<file path="src/bstl_defs.svh">
// Constants of the boundary-scan test logic
`ifndef BSTL_DEFS_SVH
`define BSTL_DEFS_SVH

`define BSTL_CHAIN_LEN 75
`define BSTL_IR_WIDTH 3
`define BSTL_IR_EXTEST 3'h0
`define BSTL_IR_SAMPLE 3'h1
`define BSTL_IR_HIGHZ 3'h5
`define BSTL_IR_CONTINUITY 3'h6
`define BSTL_IR_BYPASS 3'h7
`define BSTL_IR_CAPTURE 3'h1
`define BSTL_OE_GROUPS 9
`define BSTL_TMS_RESET_COUNT 3'h5

// Chain positions of the output-enable cells, counted from the cell next to tdi
`define BSTL_CELL_AD_OE 7'h05
`define BSTL_CELL_CBE_OE 7'h0E
`define BSTL_CELL_FRAME_OE 7'h1A
`define BSTL_CELL_IRDY_OE 7'h1C
`define BSTL_CELL_TRDY_OE 7'h1E
`define BSTL_CELL_DEVSEL_OE 7'h20
`define BSTL_CELL_STOP_OE 7'h22
`define BSTL_CELL_PERR_OE 7'h24
`define BSTL_CELL_PAR_OE 7'h27

`endif

</file>
<file path="src/bstl_pkg.sv">
// Types of the boundary-scan test logic
`include "bstl_defs.svh"
`default_nettype none

package bstl_pkg;

  typedef enum logic [3:0] {
    BSTL_EX2DR = 4'h0,
    BSTL_EX1DR = 4'h1,
    BSTL_SHDR = 4'h2,
    BSTL_PDR = 4'h3,
    BSTL_SELIR = 4'h4,
    BSTL_UPDR = 4'h5,
    BSTL_CAPDR = 4'h6,
    BSTL_SELDR = 4'h7,
    BSTL_EX2IR = 4'h8,
    BSTL_EX1IR = 4'h9,
    BSTL_SHIR = 4'hA,
    BSTL_PIR = 4'hB,
    BSTL_RTI = 4'hC,
    BSTL_UPIR = 4'hD,
    BSTL_CAPIR = 4'hE,
    BSTL_TLR = 4'hF
  } bstl_tap_e;

  typedef struct packed {
    logic tck;
    logic tms;
    logic tdi;
  } bstl_link_s;

  typedef struct packed {
    bstl_tap_e tap;
    logic [2:0] ones_cnt;
  } bstl_tap_s;

  typedef struct packed {
    bstl_link_s sync1;
    bstl_link_s sync2;
    logic tck_prev;
    logic [`BSTL_CHAIN_LEN-1:0] chain;
    logic [`BSTL_CHAIN_LEN-1:0] upd;
    logic [`BSTL_IR_WIDTH-1:0] ir_sr;
    logic [`BSTL_IR_WIDTH-1:0] instruction_code;
    logic byp;
    logic tdo;
    logic tdo_oe;
  } bstl_core_s;

endpackage

`default_nettype wire

</file>
<file path="src/bstl_tap_fsm.sv">
// Test access port state machine
`include "bstl_defs.svh"
`default_nettype none

module bstl_tap_fsm (
  // Clock and reset
  input wire logic core_clk_i,
  input wire logic sys_rst_i,
  // Sampled link
  input wire logic tck_rise_i,
  input wire logic tms_i,
  // State
  output bstl_pkg::bstl_tap_e state_o
);

  bstl_pkg::bstl_tap_s tap_reg;
  bstl_pkg::bstl_tap_s tap_next;

  function automatic bstl_pkg::bstl_tap_e tap_step(input bstl_pkg::bstl_tap_e s, input logic tms);
    case (s)
      bstl_pkg::BSTL_TLR: tap_step = tms ? bstl_pkg::BSTL_TLR : bstl_pkg::BSTL_RTI;
      bstl_pkg::BSTL_RTI: tap_step = tms ? bstl_pkg::BSTL_SELDR : bstl_pkg::BSTL_RTI;
      bstl_pkg::BSTL_SELDR: tap_step = tms ? bstl_pkg::BSTL_SELIR : bstl_pkg::BSTL_CAPDR;
      bstl_pkg::BSTL_CAPDR: tap_step = tms ? bstl_pkg::BSTL_EX1DR : bstl_pkg::BSTL_SHDR;
      bstl_pkg::BSTL_SHDR: tap_step = tms ? bstl_pkg::BSTL_EX1DR : bstl_pkg::BSTL_SHDR;
      bstl_pkg::BSTL_EX1DR: tap_step = tms ? bstl_pkg::BSTL_UPDR : bstl_pkg::BSTL_PDR;
      bstl_pkg::BSTL_PDR: tap_step = tms ? bstl_pkg::BSTL_EX2DR : bstl_pkg::BSTL_PDR;
      bstl_pkg::BSTL_EX2DR: tap_step = tms ? bstl_pkg::BSTL_UPDR : bstl_pkg::BSTL_SHDR;
      bstl_pkg::BSTL_UPDR: tap_step = tms ? bstl_pkg::BSTL_SELDR : bstl_pkg::BSTL_RTI;
      bstl_pkg::BSTL_SELIR: tap_step = tms ? bstl_pkg::BSTL_TLR : bstl_pkg::BSTL_CAPIR;
      bstl_pkg::BSTL_CAPIR: tap_step = tms ? bstl_pkg::BSTL_EX1IR : bstl_pkg::BSTL_SHIR;
      bstl_pkg::BSTL_SHIR: tap_step = tms ? bstl_pkg::BSTL_EX1IR : bstl_pkg::BSTL_SHIR;
      bstl_pkg::BSTL_EX1IR: tap_step = tms ? bstl_pkg::BSTL_UPIR : bstl_pkg::BSTL_PIR;
      bstl_pkg::BSTL_PIR: tap_step = tms ? bstl_pkg::BSTL_EX2IR : bstl_pkg::BSTL_PIR;
      bstl_pkg::BSTL_EX2IR: tap_step = tms ? bstl_pkg::BSTL_UPIR : bstl_pkg::BSTL_SHIR;
      default: tap_step = tms ? bstl_pkg::BSTL_SELDR : bstl_pkg::BSTL_RTI;
    endcase
  endfunction

  // Advance once per test clock rising edge
  always_comb
  begin
    tap_next = tap_reg;
    if (tck_rise_i)
    begin
      tap_next.tap = tap_step(tap_reg.tap, tms_i);
      // Counts consecutive test clock edges with tms high
      if (!tms_i)
      begin
        tap_next.ones_cnt = 3'h0;
      end
      else if (tap_reg.ones_cnt != `BSTL_TMS_RESET_COUNT)
      begin
        tap_next.ones_cnt = tap_reg.ones_cnt + 3'h1;
      end
    end
  end

  // Power-up reset lands in the reset state
  always_ff @(posedge core_clk_i)
  begin
    if (sys_rst_i)
    begin
      tap_reg.tap <= bstl_pkg::BSTL_TLR;
      tap_reg.ones_cnt <= 3'h0;
    end
    else
    begin
      tap_reg <= tap_next;
    end
  end

  assign state_o = tap_reg.tap;
endmodule

`default_nettype wire

</file>
<file path="src/bstl_top.sv">
// Boundary-scan test logic: sampling, registers and pad control
`include "bstl_defs.svh"
`default_nettype none

// Operation
// - A one-bit bypass register sits between tdi and tdo whenever no other data register is selected.
// - Power-up reset puts the test logic in reset with the bypass instruction loaded.
// - Boundary cells sit at the host bus pads and serial memory pads to control and observe them.
// - Output-enable cells exist for the two-way pads and, under EXTEST, a 1 in them drives the pads from cells.
// - The chain runs from tdi through the bus pads, serial memory pads, internal cells and boot address cells to tdo.
// - Eleven internal cells follow the serial memory clock cell in order 0-6, 9, 7, 8, 10.
// - The controller decodes tms with the full sixteen-state machine on the test clock.
// - The controller produces the capture, shift and update strobes of all registers.
// - A three-bit instruction register is loaded through the scan path and decoded.
// - Code 000 is EXTEST, 001 sample-preload, 111 bypass; 010, 011 and 100 are reserved.
// - Code 101 floats the bus pads by clearing all nine output enables; code 110 selects the continuity test.
module bstl_top (
  // Clock and reset
  input wire logic core_clk_i,
  input wire logic sys_rst_i,
  // Test port
  input wire bstl_pkg::bstl_link_s link_i,
  output logic tdo_o,
  output logic tdo_oe_o,
  // Pad observe and system values, in chain order
  input wire logic [`BSTL_CHAIN_LEN-1:0] cell_capture_i,
  input wire logic [`BSTL_CHAIN_LEN-1:0] sys_out_i,
  input wire logic [`BSTL_OE_GROUPS-1:0] sys_oe_i,
  // Pad drive
  output logic [`BSTL_CHAIN_LEN-1:0] pad_out_o,
  output logic [`BSTL_OE_GROUPS-1:0] pad_oe_o,
  // Mode status
  output logic continuity_test_o
);

  bstl_pkg::bstl_core_s core_reg;
  bstl_pkg::bstl_core_s core_next;
  bstl_pkg::bstl_tap_e tap_state;
  logic tck_rise;
  logic tck_fall;
  logic tms_s;
  logic tdi_s;
  logic bsr_sel;
  logic extest;
  logic float_pads;

  // Boundary register is the data register only for EXTEST and sample-preload
  function automatic logic bsr_selected(input logic [`BSTL_IR_WIDTH-1:0] code);
    bsr_selected = (code == `BSTL_IR_EXTEST) || (code == `BSTL_IR_SAMPLE);
  endfunction

  // Chain position of each output-enable cell
  function automatic logic [6:0] oe_cell(input int grp);
    case (grp)
      0: oe_cell = `BSTL_CELL_AD_OE;
      1: oe_cell = `BSTL_CELL_CBE_OE;
      2: oe_cell = `BSTL_CELL_FRAME_OE;
      3: oe_cell = `BSTL_CELL_IRDY_OE;
      4: oe_cell = `BSTL_CELL_TRDY_OE;
      5: oe_cell = `BSTL_CELL_DEVSEL_OE;
      6: oe_cell = `BSTL_CELL_STOP_OE;
      7: oe_cell = `BSTL_CELL_PERR_OE;
      default: oe_cell = `BSTL_CELL_PAR_OE;
    endcase
  endfunction

  assign tck_rise = core_reg.sync2.tck & ~core_reg.tck_prev;
  assign tck_fall = ~core_reg.sync2.tck & core_reg.tck_prev;
  assign tms_s = core_reg.sync2.tms;
  assign tdi_s = core_reg.sync2.tdi;
  assign bsr_sel = bsr_selected(core_reg.instruction_code);

  bstl_tap_fsm u_tap (
    .core_clk_i(core_clk_i),
    .sys_rst_i(sys_rst_i),
    .tck_rise_i(tck_rise),
    .tms_i(tms_s),
    .state_o(tap_state)
  );

  always_comb
  begin
    core_next = core_reg;
    core_next.sync1 = link_i;
    core_next.sync2 = core_reg.sync1;
    core_next.tck_prev = core_reg.sync2.tck;
    // Capture and shift on the test clock rising edge
    if (tck_rise)
    begin
      case (tap_state)
        bstl_pkg::BSTL_CAPDR:
        begin
          if (bsr_sel)
          begin
            core_next.chain = cell_capture_i;
          end
          else
          begin
            core_next.byp = 1'b0;
          end
        end
        bstl_pkg::BSTL_SHDR:
        begin
          if (bsr_sel)
          begin
            core_next.chain = {core_reg.chain[`BSTL_CHAIN_LEN-2:0], tdi_s};
          end
          else
          begin
            core_next.byp = tdi_s;
          end
        end
        bstl_pkg::BSTL_CAPIR:
        begin
          core_next.ir_sr = `BSTL_IR_CAPTURE;
        end
        bstl_pkg::BSTL_SHIR:
        begin
          core_next.ir_sr = {tdi_s, core_reg.ir_sr[`BSTL_IR_WIDTH-1:1]};
        end
        default:
        begin
          core_next.byp = core_reg.byp;
        end
      endcase
    end
    // Output and update on the test clock falling edge
    if (tck_fall)
    begin
      core_next.tdo_oe = (tap_state == bstl_pkg::BSTL_SHDR) || (tap_state == bstl_pkg::BSTL_SHIR);
      if (tap_state == bstl_pkg::BSTL_SHIR)
      begin
        core_next.tdo = core_reg.ir_sr[0];
      end
      else if (bsr_sel)
      begin
        core_next.tdo = core_reg.chain[`BSTL_CHAIN_LEN-1];
      end
      else
      begin
        core_next.tdo = core_reg.byp;
      end
      if (tap_state == bstl_pkg::BSTL_UPDR && bsr_sel)
      begin
        core_next.upd = core_reg.chain;
      end
      if (tap_state == bstl_pkg::BSTL_UPIR)
      begin
        core_next.instruction_code = core_reg.ir_sr;
      end
    end
    // Reset state always selects bypass
    if (tap_state == bstl_pkg::BSTL_TLR)
    begin
      core_next.instruction_code = `BSTL_IR_BYPASS;
    end
  end

  always_ff @(posedge core_clk_i)
  begin
    if (sys_rst_i)
    begin
      core_reg <= '0;
      core_reg.instruction_code <= `BSTL_IR_BYPASS;
    end
    else
    begin
      core_reg <= core_next;
    end
  end

  assign extest = core_reg.instruction_code == `BSTL_IR_EXTEST;
  assign float_pads = core_reg.instruction_code == `BSTL_IR_HIGHZ;
  assign continuity_test_o = core_reg.instruction_code == `BSTL_IR_CONTINUITY;
  assign tdo_o = core_reg.tdo;
  assign tdo_oe_o = core_reg.tdo_oe;
  assign pad_out_o = extest ? core_reg.upd : sys_out_i;

  always_comb
  begin
    for (int g = 0; g < `BSTL_OE_GROUPS; g++)
    begin
      if (float_pads)
      begin
        pad_oe_o[g] = 1'b0;
      end
      else if (extest)
      begin
        pad_oe_o[g] = core_reg.upd[oe_cell(g)];
      end
      else
      begin
        pad_oe_o[g] = sys_oe_i[g];
      end
    end
  end
endmodule

`default_nettype wire

</file>
<file path="config.mk">
export PLATFORM = sky130hd
export DESIGN_NAME = bstl_top
export DESIGN_NICKNAME = d
export VERILOG_FILES = /design/src/bstl_pkg.sv /design/src/bstl_tap_fsm.sv /design/src/bstl_top.sv
export VERILOG_INCLUDE_DIRS = /design/src
export SDC_FILE = /design/constraint.sdc
export NUM_CORES = 1
export LEC_CHECK = 0
export BUFFER_PORTS_ARGS = -buffer_cell sky130_fd_sc_hd__buf_2
export CORE_MARGIN = 2
export CORE_UTILIZATION = 25
export CTS_CLUSTER_SIZE = 12
export DETAILED_ROUTE_END_ITERATION = 6
export PLACE_DENSITY_LB_ADDON = 0.15
export SLEW_MARGIN = 25
export SYNTH_ARGS = -nofsm -noshare
export SYNTH_HDL_FRONTEND = slang
export SYNTH_HIERARCHICAL = 1
export SYNTH_SLANG_ARGS = --single-unit
</file>
<file path="constraint.sdc">
create_clock -name core_clk_i -period 3.4 [get_ports core_clk_i]
set_input_delay 0.51 -clock core_clk_i [delete_from_list [all_inputs] [get_ports core_clk_i]]
set_output_delay 0.51 -clock core_clk_i [all_outputs]
set_load 0.02 [all_outputs]
</file>
==> flow_metrics.py, run 1 <==
metrics = {
    "worst_hold_path": {
        "hold_class": "in -> reg",
        "min-delay-start": "link_i[2]",
    },
    "grt": {
        "grt.total_usage": 0.152,
        "antenna_found_initial": 1,
        "grt_pass1_wl_mm": 43.4,
        "grt_overflow_total": 0,
        "grt_max_degree": 83,
        "grt_pass1_vias": 8122,
    },
    "critical_path": {
        "crit_arrival_ns": 2.28,
        "crit_fanout": 71,
        "regToRegEndpoint": "core_reg[133]",
        "worstSetupStartpointType": "flop",
        "reg2regPathDepth": 4,
        "ff2ff_setup_slack_ns": 0.95,
        "worstPathRequired_ns": 2.89,
        "endpoint_kind": "output pin",
        "timing.rr.start": "u_tap/state_o[3]",
        "crit_start": "core_reg[4]",
        "crit_end": "pad_out_o[37]",
        "worstSetupPathType": "reg -> out",
    },
    "finish": {
        "multiInputGateArea_um2": 4500,
        "largest_reg_flops": 158,
        "regArea_um2": 3400,
        "fin_area_um2": 10500,
        "fillCellCount": 3670,
        "final_layout_size_suffix_gt1_frac": 0.247,
        "areaGrowthSynthToFinish_pct": 23.4,
        "layout.nets": 1466,
    },
    "clock_network": {
        "cts_tree": "done",
        "cts_hold_buf": 0,
        "clock-root-buffer": "clkbuf_16",
        "numCtsBuffers": 17,
        "clock_latency_ns": 0.43,
        "post_cts_buffers": 0,
        "cts_buffer_depth": 2,
        "ctsResizeCount": 0,
        "clkSlewWorstSetupHoldPaths_ns": 0.07,
        "htreeDepth": 4,
        "clkSinkCount": 170,
    },
    "floorplan": {
        "dieArea_um2": 35400,
        "rows": 67,
        "fp.dieH_um": 188,
        "io_pins": 251,
        "fp.dieW_um": 188,
        "initial_core_util": 0.254,
        "core-area_um2": 33400,
    },
    "synthesis": {
        "yosysTopAreaCell": "dfxtp_1",
        "netlist_area_um2": 8490,
        "ys_types": 52,
        "synth_area_leaders": "dfxtp_1 40%, nand2_1 24%, mux2i_1 9.1%, a311oi_1 6.3%, a21oi_1 5.4%",
        "synth_seq_cells": 170,
        "synth.avg_cell_area_um2": 7.63,
        "ys_warn_count": 6,
        "syn_nets": 1276,
        "synth-seq-area-share": 0.401,
        "synthCells": 1112,
        "synth_top_area_frac": 0.401,
    },
    "timing": {
        "worst_slew_pin_slew_ns": 1.02,
        "fin_skew_ns": 0.0117,
        "timing.hold.ws_ns": 0.294,
        "drv_slew": 0,
        "hold_viol": 0,
        "period_share": 0.820,
        "relSlewSlack": 0.318,
        "setup-violations-final": 0,
        "min_period_ns": 2.79,
        "fin_setup_tns_ns": 0,
        "rsz0062_at_grt": "false",
        "max_freq_ghz": 0.359,
    },
    "routing": {
        "first_pass_iters": 5,
        "vias": 8081,
        "dr.first_iter.drc_count": 410,
        "routedWlPerCell_um": 15.2,
        "vias_per_cell": 4.58,
        "drc": 0,
        "postRouteAntennaNets": 0,
        "wl_mm": 26.8,
    },
    "outcome": {
        "outcome": "complete, no violations",
    },
    "placed_design": {
        "place_congestion": 0.717,
        "place_area_um2": 9870,
        "portBuffers": 250,
        "hpwl_mm": 17.5,
    },
    "run": {
        "cap_violations": 0,
    },
    "pwr": {
        "power_per_cell_area_nw_per_um2": 422,
        "p_leak_uw": 0.00420,
        "peakVddDrop_mv": 0.296,
    },
}
==> layout make-up <==
| cell class | count | area share |
|---|---|---|
| diodes | 1 | 0.000239 |
| clock buffers | 18 | 0.0419 |
| clock inverters | 13 | 0.0149 |
| inverters | 3 | 0.00131 |
| multi-input cells | 844 | 0.430 |
| flip-flops and latches | 170 | 0.325 |
| well taps | 448 | 0.0535 |
| repair buffers | 266 | 0.134 |
==> kinds of logic after synthesis <==
kind of cell / share of synthesized area
mux: 0.0908
flops: 0.401
buf+inv: 0.0731
simple gates: 0.277
compound gates: 0.158
==> report_power, final <==
part	internal (uW)	switching [uW]	leakage, uW	total (uW)
Clock	1120	921	0.000292	2040
Sequential	2000	15.5	0.00137	2010
Combinational	146	215	0.00253	361
Total	3270	1150	0.00420	4420
==> cell usage after synthesis (all sizes together) <==
cell / number
a211o: 1
a211oi: 1
a21boi: 1
a21o: 2
a21oi: 91
a311oi: 75
a31oi: 1
a32oi: 1
a41oi: 1
and2: 1
and3: 1
and3b: 1
and4: 1
and4bb: 2
buf: 54
clkbuf: 41
dfxtp: 170
inv: 3
mux2i: 77
nand2: 537
nand2b: 3
nand3: 4
nand4: 3
nand4bb: 1
nor2: 3
nor2b: 11
nor3: 2
nor3b: 1
nor4b: 1
nor4bb: 2
o2111ai: 1
o21ai: 8
o21bai: 1
o311ai: 1
o31ai: 1
o41ai: 1
or2: 1
or3: 1
or4: 1
or4b: 2
or4bb: 1
==> worst min-delay path by stage <==
stage,endpoint,cells after the start
2_1_floorplan,core_next[159],1
3_3_place_gp,tdi_s,1
3_5_place_dp,core_next[159],1
4_1_cts,core_next[162],2
5_1_grt,core_next[161],2
6_report,core_next[162],2
==> stage by stage <==
stage          utilization  total power [uW]  worst slack [ns]  instances
6_report             0.313              4420             0.612       1763
5_1_grt              0.313              4590             0.387       1762
4_1_cts              0.313              4490             0.537       1762
3_5_place_dp         0.295              2420             0.998       1731
3_3_place_gp         0.295              2420             0.996       1731
2_1_floorplan            -              2240              1.54       1112
==> layout by cell type, fill, tap and decap left out, types with 3 or more instances in the layout <==
master     synthesis  layout
nor2_1             3       3
nand4_1            3       3
inv_6              0       5
o21ai_0            6       6
nand3_1            4       4
dfxtp_1          170     170
mux2i_1           77      77
a311oi_2          14      14
buf_4              8      15
nand2_1          537     537
a311oi_1          61      61
a21oi_1           91      91
nor2b_1           10      10
buf_2             22     249
nand2b_1           3       3
clkbuf_16          0      17
==> critical path, stage by stage, from the launching register on <==
cell,delay (ns)
dfxtp_1,0.49
or3_4,0.72
buf_4,0.32
nand2_1,0.07
nand2_1,0.07
buf_2,0.16
==> layer usage <==
| metal | vias up | track usage | wire length [um] |
|---|---|---|---|
| li1 | 4123 | - | - |
| met1 | 3725 | 0.208 | 13200 |
| met2 | 219 | 0.249 | 12100 |
| met3 | 14 | 0.0287 | 1420 |
| met4 | 0 | 0.0318 | 197 |
| met5 | - | 0 | 0 |
Power figures use the tool's default switching activity.
==> run 2: changes to the inputs <==
==> constraint.sdc (replaced) <==
create_clock -name core_clk_i -period 2.9 [get_ports core_clk_i]
set_input_delay 0.435 -clock core_clk_i [delete_from_list [all_inputs] [get_ports core_clk_i]]
set_output_delay 0.435 -clock core_clk_i [all_outputs]
set_load 0.02 [all_outputs]
==> run 2 against run 1 <==
Against the previous run:
- count of clock-buffer cells in the layout increased by 1
- via count is 0.22% higher
- highest routed layer unchanged
- cell area rose by 0.98%
- sequential power up 17%
- register-to-register slack got worse by 0.30 ns
- clock skew up 0.0060 ns
- combinational power rose by 18%
- core utilization increased by 0.31 points
- worst setup slack worse by 0.28 ns
==> flow_metrics.py, run 2 (synthesis gave the netlist of run 1 again) <==
metrics = {
    "outcome": {
        "outcome": "complete, no violations",
    },
    "timing": {
        "worst_slew_pin_slew_ns": 0.926,
        "setup-violations-final": 0,
        "hold_viol": 0,
        "period_share": 0.887,
        "fin_setup_tns_ns": 0,
        "timing.hold.ws_ns": 0.218,
        "min_period_ns": 2.57,
        "relSlewSlack": 0.382,
        "drv_slew": 0,
        "max_freq_ghz": 0.389,
        "rsz0062_at_grt": "false",
        "fin_skew_ns": 0.0178,
    },
    "clock_network": {
        "cts_tree": "done",
        "clkSinkCount": 170,
        "clock-root-buffer": "clkbuf_16",
        "cts_buffer_depth": 2,
        "cts_hold_buf": 0,
        "numCtsBuffers": 17,
        "clock_latency_ns": 0.43,
        "htreeDepth": 4,
        "post_cts_buffers": 0,
        "ctsResizeCount": 0,
        "clkSlewWorstSetupHoldPaths_ns": 0.07,
    },
    "critical_path": {
        "crit_arrival_ns": 2.14,
        "reg2regPathDepth": 4,
        "worstSetupStartpointType": "flop",
        "crit_fanout": 37,
        "worstPathRequired_ns": 2.47,
        "worstSetupPathType": "reg -> out",
        "timing.rr.start": "u_tap/state_o[1]",
        "endpoint_kind": "output pin",
        "crit_start": "core_reg[5]",
    },
    "finish": {
        "diodes": 0,
        "largest_reg_flops": 158,
        "final_cell_mix": "537 x nand2_1, 249 x buf_2, 170 x dfxtp_1",
        "layout.nets": 1473,
        "areaGrowthSynthToFinish_pct": 24.6,
        "final_layout_size_suffix_gt1_frac": 0.250,
        "layout_commonest_cell": "nand2_1",
    },
    "floorplan": {
        "fp.dieW_um": 188,
        "fp.dieH_um": 188,
        "io_pins": 251,
        "rows": 67,
        "core-area_um2": 33400,
        "dieArea_um2": 35400,
        "initial_core_util": 0.254,
    },
    "routing": {
        "drc": 0,
        "vias_per_cell": 4.58,
        "dr.first_iter.drc_count": 400,
        "routedWlPerCell_um": 15.4,
        "wl_mm": 27.2,
        "first_pass_iters": 4,
        "vias": 8099,
        "postRouteAntennaNets": 0,
    },
    "grt": {
        "grt_pass1_wl_mm": 43.8,
        "antenna_found_initial": 0,
        "grt_pass1_vias": 8101,
        "grt.total_usage": 0.153,
        "grt_max_degree": 77,
        "grt_overflow_total": 0,
    },
    "pwr": {
        "peakVddDrop_mv": 0.396,
        "power_per_cell_area_nw_per_um2": 497,
        "p_leak_uw": 0.00426,
    },
    "run": {
        "cap_violations": 0,
    },
    "placed_design": {
        "place_congestion": 0.761,
        "hpwl_mm": 18.4,
        "portBuffers": 250,
    },
    "worst_hold_path": {
        "min-delay-start": "link_i[0]",
        "hold_class": "in -> reg",
        "hold_depth": 2,
    },
}
==> run 2: cell count changes in the layout (fill, tap and decap cells not counted) <==
cell        previous run  this run
clkbuf_8               1         2
clkinv_2               1         3
inv_8                  2         0
clkinvlp_4             1         0
buf_12                 2         4
buf_4                 15        20
bufinv_16              2         4
diode_2                1         0
inv_6                  5         1
clkinv_4               2         3
==> run 2: power by group <==
part | total [uW] | switching [uW] | internal [uW]
combinational | 427 | 255 | 172
clock | 2470 | 991 | 1480
sequential | 2360 | 17.9 | 2340
==> run 2: critical path: stages (launching register included) <==
cell	delay, ns
dfxtp_1	0.40
nor3_2	0.30
buf_4	0.43
nand2_1	0.23
a21oi_1	0.17
buf_2	0.18
==> run 2: path summary, 6_finish.rpt <==
check	endpoint	slack, ns
worst max-delay path	pad_oe_o[5]	0.33
worst min-delay path	core_next[160]	0.22
worst max register to register	core_reg[135]	0.65
worst min register to register	tdi_s	0.44
==> run 2: stage by stage <==
step	utilization	instances	total power, uW	area (um2)	setup slack (ns)
2_1_floorplan	-	1112	2630	8490	1.12
3_3_place_gp	0.298	1738	2850	9950	0.728
3_5_place_dp	0.298	1738	2850	9950	0.719
4_1_cts	0.316	1768	5340	10600	0.279
5_1_grt	0.316	1768	5470	10600	0.105
6_report	0.316	1768	5260	10600	0.327
==> run 2: area by class of cell <==
type	count	area, um2
multi-input cells	844	4500
well taps	448	561
fillers	3681	22900
clock buffers	19	453
repair buffers	273	1480
clock inverters	11	170
flip-flops and latches	170	3400
inverters	3	13.8
==> run 2: per-layer routing <==
| layer | vias to the layer above | global-route usage | routed length, um |
|---|---|---|---|
| li1 | 4139 | - | - |
| met1 | 3734 | 0.214 | 13500 |
| met2 | 218 | 0.244 | 12000 |
| met3 | 8 | 0.0328 | 1560 |
| met4 | 0 | 0.0288 | 88 |
| met5 | - | 0 | 0 |
==> run 3: changes to the inputs <==
--- a/config.mk
+++ b/config.mk
@@ -6,6 +6,7 @@
 export SDC_FILE = /design/constraint.sdc
 export NUM_CORES = 1
 export LEC_CHECK = 0
+export ABC_CLOCK_PERIOD_IN_PS = 2900
 export BUFFER_PORTS_ARGS = -buffer_cell sky130_fd_sc_hd__buf_2
 export CORE_MARGIN = 2
 export CORE_UTILIZATION = 25
==> constraint.sdc (replaced) <==
create_clock -name core_clk_i -period 2.9 [get_ports core_clk_i]
set_input_delay 0.435 -clock core_clk_i [delete_from_list [all_inputs] [get_ports core_clk_i]]
set_output_delay 0.435 -clock core_clk_i [all_outputs]
set_load 0.05 [all_outputs]
==> run 3 against run 2 <==
Against the previous run:
- register-to-register slack lost 0.05 ns
- clock power shrank 7%
- global-route usage shrank 0.14 points
- sequential power is essentially flat
- count of clock-buffer cells in the layout is the same
- largest power group is now sequential cells
==> flow_metrics.py, run 3 (synthesis gave the netlist of run 1 again) <==
metrics = {
    "critical_path": {
        "worstSetupStartpointType": "flop",
        "max_stage_delay_ns": 0.51,
        "ff2ff_setup_slack_ns": 0.60,
        "crit_fanout": 43,
        "crit_arrival_ns": 2.25,
        "cpMaxStageDelayCell": "or3_4",
        "crit_chain": "or3_4 -> buf_12 -> nand2_1 -> a21oi_1 -> buf_2",
        "endpoint_kind": "output pin",
        "worstSetupPathType": "reg -> out",
        "worstPathRequired_ns": 2.47,
    },
    "timing": {
        "min_period_ns": 2.68,
        "hold_viol": 0,
        "rsz0062_at_grt": "false",
        "fin_setup_tns_ns": 0,
        "drv_slew": 0,
        "period_share": 0.925,
        "max_freq_ghz": 0.373,
        "timing.hold.ws_ns": 0.224,
        "worst_slew_pin_slew_ns": 0.959,
        "setup-violations-final": 0,
        "fin_skew_ns": 0.0157,
        "relSlewSlack": 0.361,
    },
    "clock_network": {
        "cts_buffer_depth": 2,
        "clkSinkCount": 170,
        "clock_latency_ns": 0.43,
        "clock-root-buffer": "clkbuf_16",
        "post_cts_buffers": 0,
        "cts_tree": "done",
        "ctsResizeCount": 0,
        "clkSlewWorstSetupHoldPaths_ns": 0.07,
        "numCtsBuffers": 17,
        "htreeDepth": 4,
        "cts_hold_buf": 0,
    },
    "grt": {
        "grt.total_usage": 0.152,
        "grt_max_degree": 77,
        "grt_overflow_total": 0,
        "grt_pass1_vias": 7901,
        "antenna_found_initial": 0,
        "grt_pass1_wl_mm": 43.3,
    },
    "run": {
        "cap_violations": 0,
    },
    "worst_hold_path": {
        "hold_class": "in -> reg",
    },
    "finish": {
        "final_layout_size_suffix_gt1_frac": 0.250,
        "layout.nets": 1469,
        "regArea_um2": 3400,
        "areaGrowthSynthToFinish_pct": 24.2,
        "largest_reg_flops": 158,
        "final_cell_mix": "537 x nand2_1, 249 x buf_2, 170 x dfxtp_1",
        "diodes": 0,
        "multiInputGateArea_um2": 4500,
        "fillCellCount": 3664,
        "fin_area_um2": 10500,
        "layout_commonest_cell": "nand2_1",
    },
    "pwr": {
        "p_leak_uw": 0.00423,
        "power_per_cell_area_nw_per_um2": 495,
        "peakVddDrop_mv": 0.377,
    },
    "routing": {
        "vias_per_cell": 4.56,
        "wl_mm": 27.3,
        "routedWlPerCell_um": 15.5,
        "drc": 0,
        "dr.first_iter.drc_count": 418,
        "postRouteAntennaNets": 0,
        "vias": 8052,
        "first_pass_iters": 5,
    },
    "floorplan": {
        "fp.dieW_um": 188,
        "rows": 67,
        "core-area_um2": 33400,
        "initial_core_util": 0.254,
        "dieArea_um2": 35400,
        "io_pins": 251,
        "fp.dieH_um": 188,
    },
    "placed_design": {
        "place_area_um2": 9960,
        "place_congestion": 0.767,
        "portBuffers": 250,
        "hpwl_mm": 18.3,
    },
    "outcome": {
        "outcome": "complete, no violations",
    },
}
## run 3: changes by cell type in the layout (fill, tap and decap cells not counted), sizes merged
cell | before | now
clkinv | 6 | 3
buf | 273 | 269
inv | 4 | 13
bufinv | 4 | 0
## run 3: area by class of cell
class,count,area share
multi-input cells,844,0.427
flip-flops and latches,170,0.323
repair buffers,269,0.141
well taps,448,0.0532
clock buffers,19,0.0430
clock inverters,13,0.0118
inverters,3,0.00131
## run 3: power by group
part           switching (uW)  internal, uW
clock                    1100          1190
sequential               17.7          2340
combinational             398           175
## run 3: worst max-delay path, delay by kind of cell (launching register included)
kind	cells	cell delay (ns)
AND/OR/NAND/NOR	2	0.59
AO/OA/AOI/OAI	1	0.15
flip-flops	1	0.49
buffers and inverters	2	0.54
## run 3: path summary, 6_finish.rpt
path,end,startpoint,depth (start not counted)
worst max-delay path,pad_oe_o[5],core_reg[4],5
worst min-delay path,core_next[160],link_i[0],2
worst max register to register,core_reg[89],u_tap/state_o[1],4
worst min register to register,tdi_s,core_next[160],1
## run 3: through the flow
step                      utilization  instances  power (uW)  setup slack, ns
after floorplan                     -       1112        2770            0.702
after global placement          0.298       1734        2990            0.686
after detailed placement        0.298       1734        2990            0.623
after CTS                       0.315       1766        5300            0.153
after global routing            0.315       1766        5430          0.00597
final                           0.315       1766        5220            0.218
## run 3: layer usage
layer	wire, um	up-vias	part of all wire	global-route usage
li1	-	4136	-	-
met2	12200	199	0.45	0.247
met3	1380	8	0.050	0.0318
met5	0	-	0	0
met1	13600	3709	0.50	0.210
met4	142	0	0.0052	0.0248
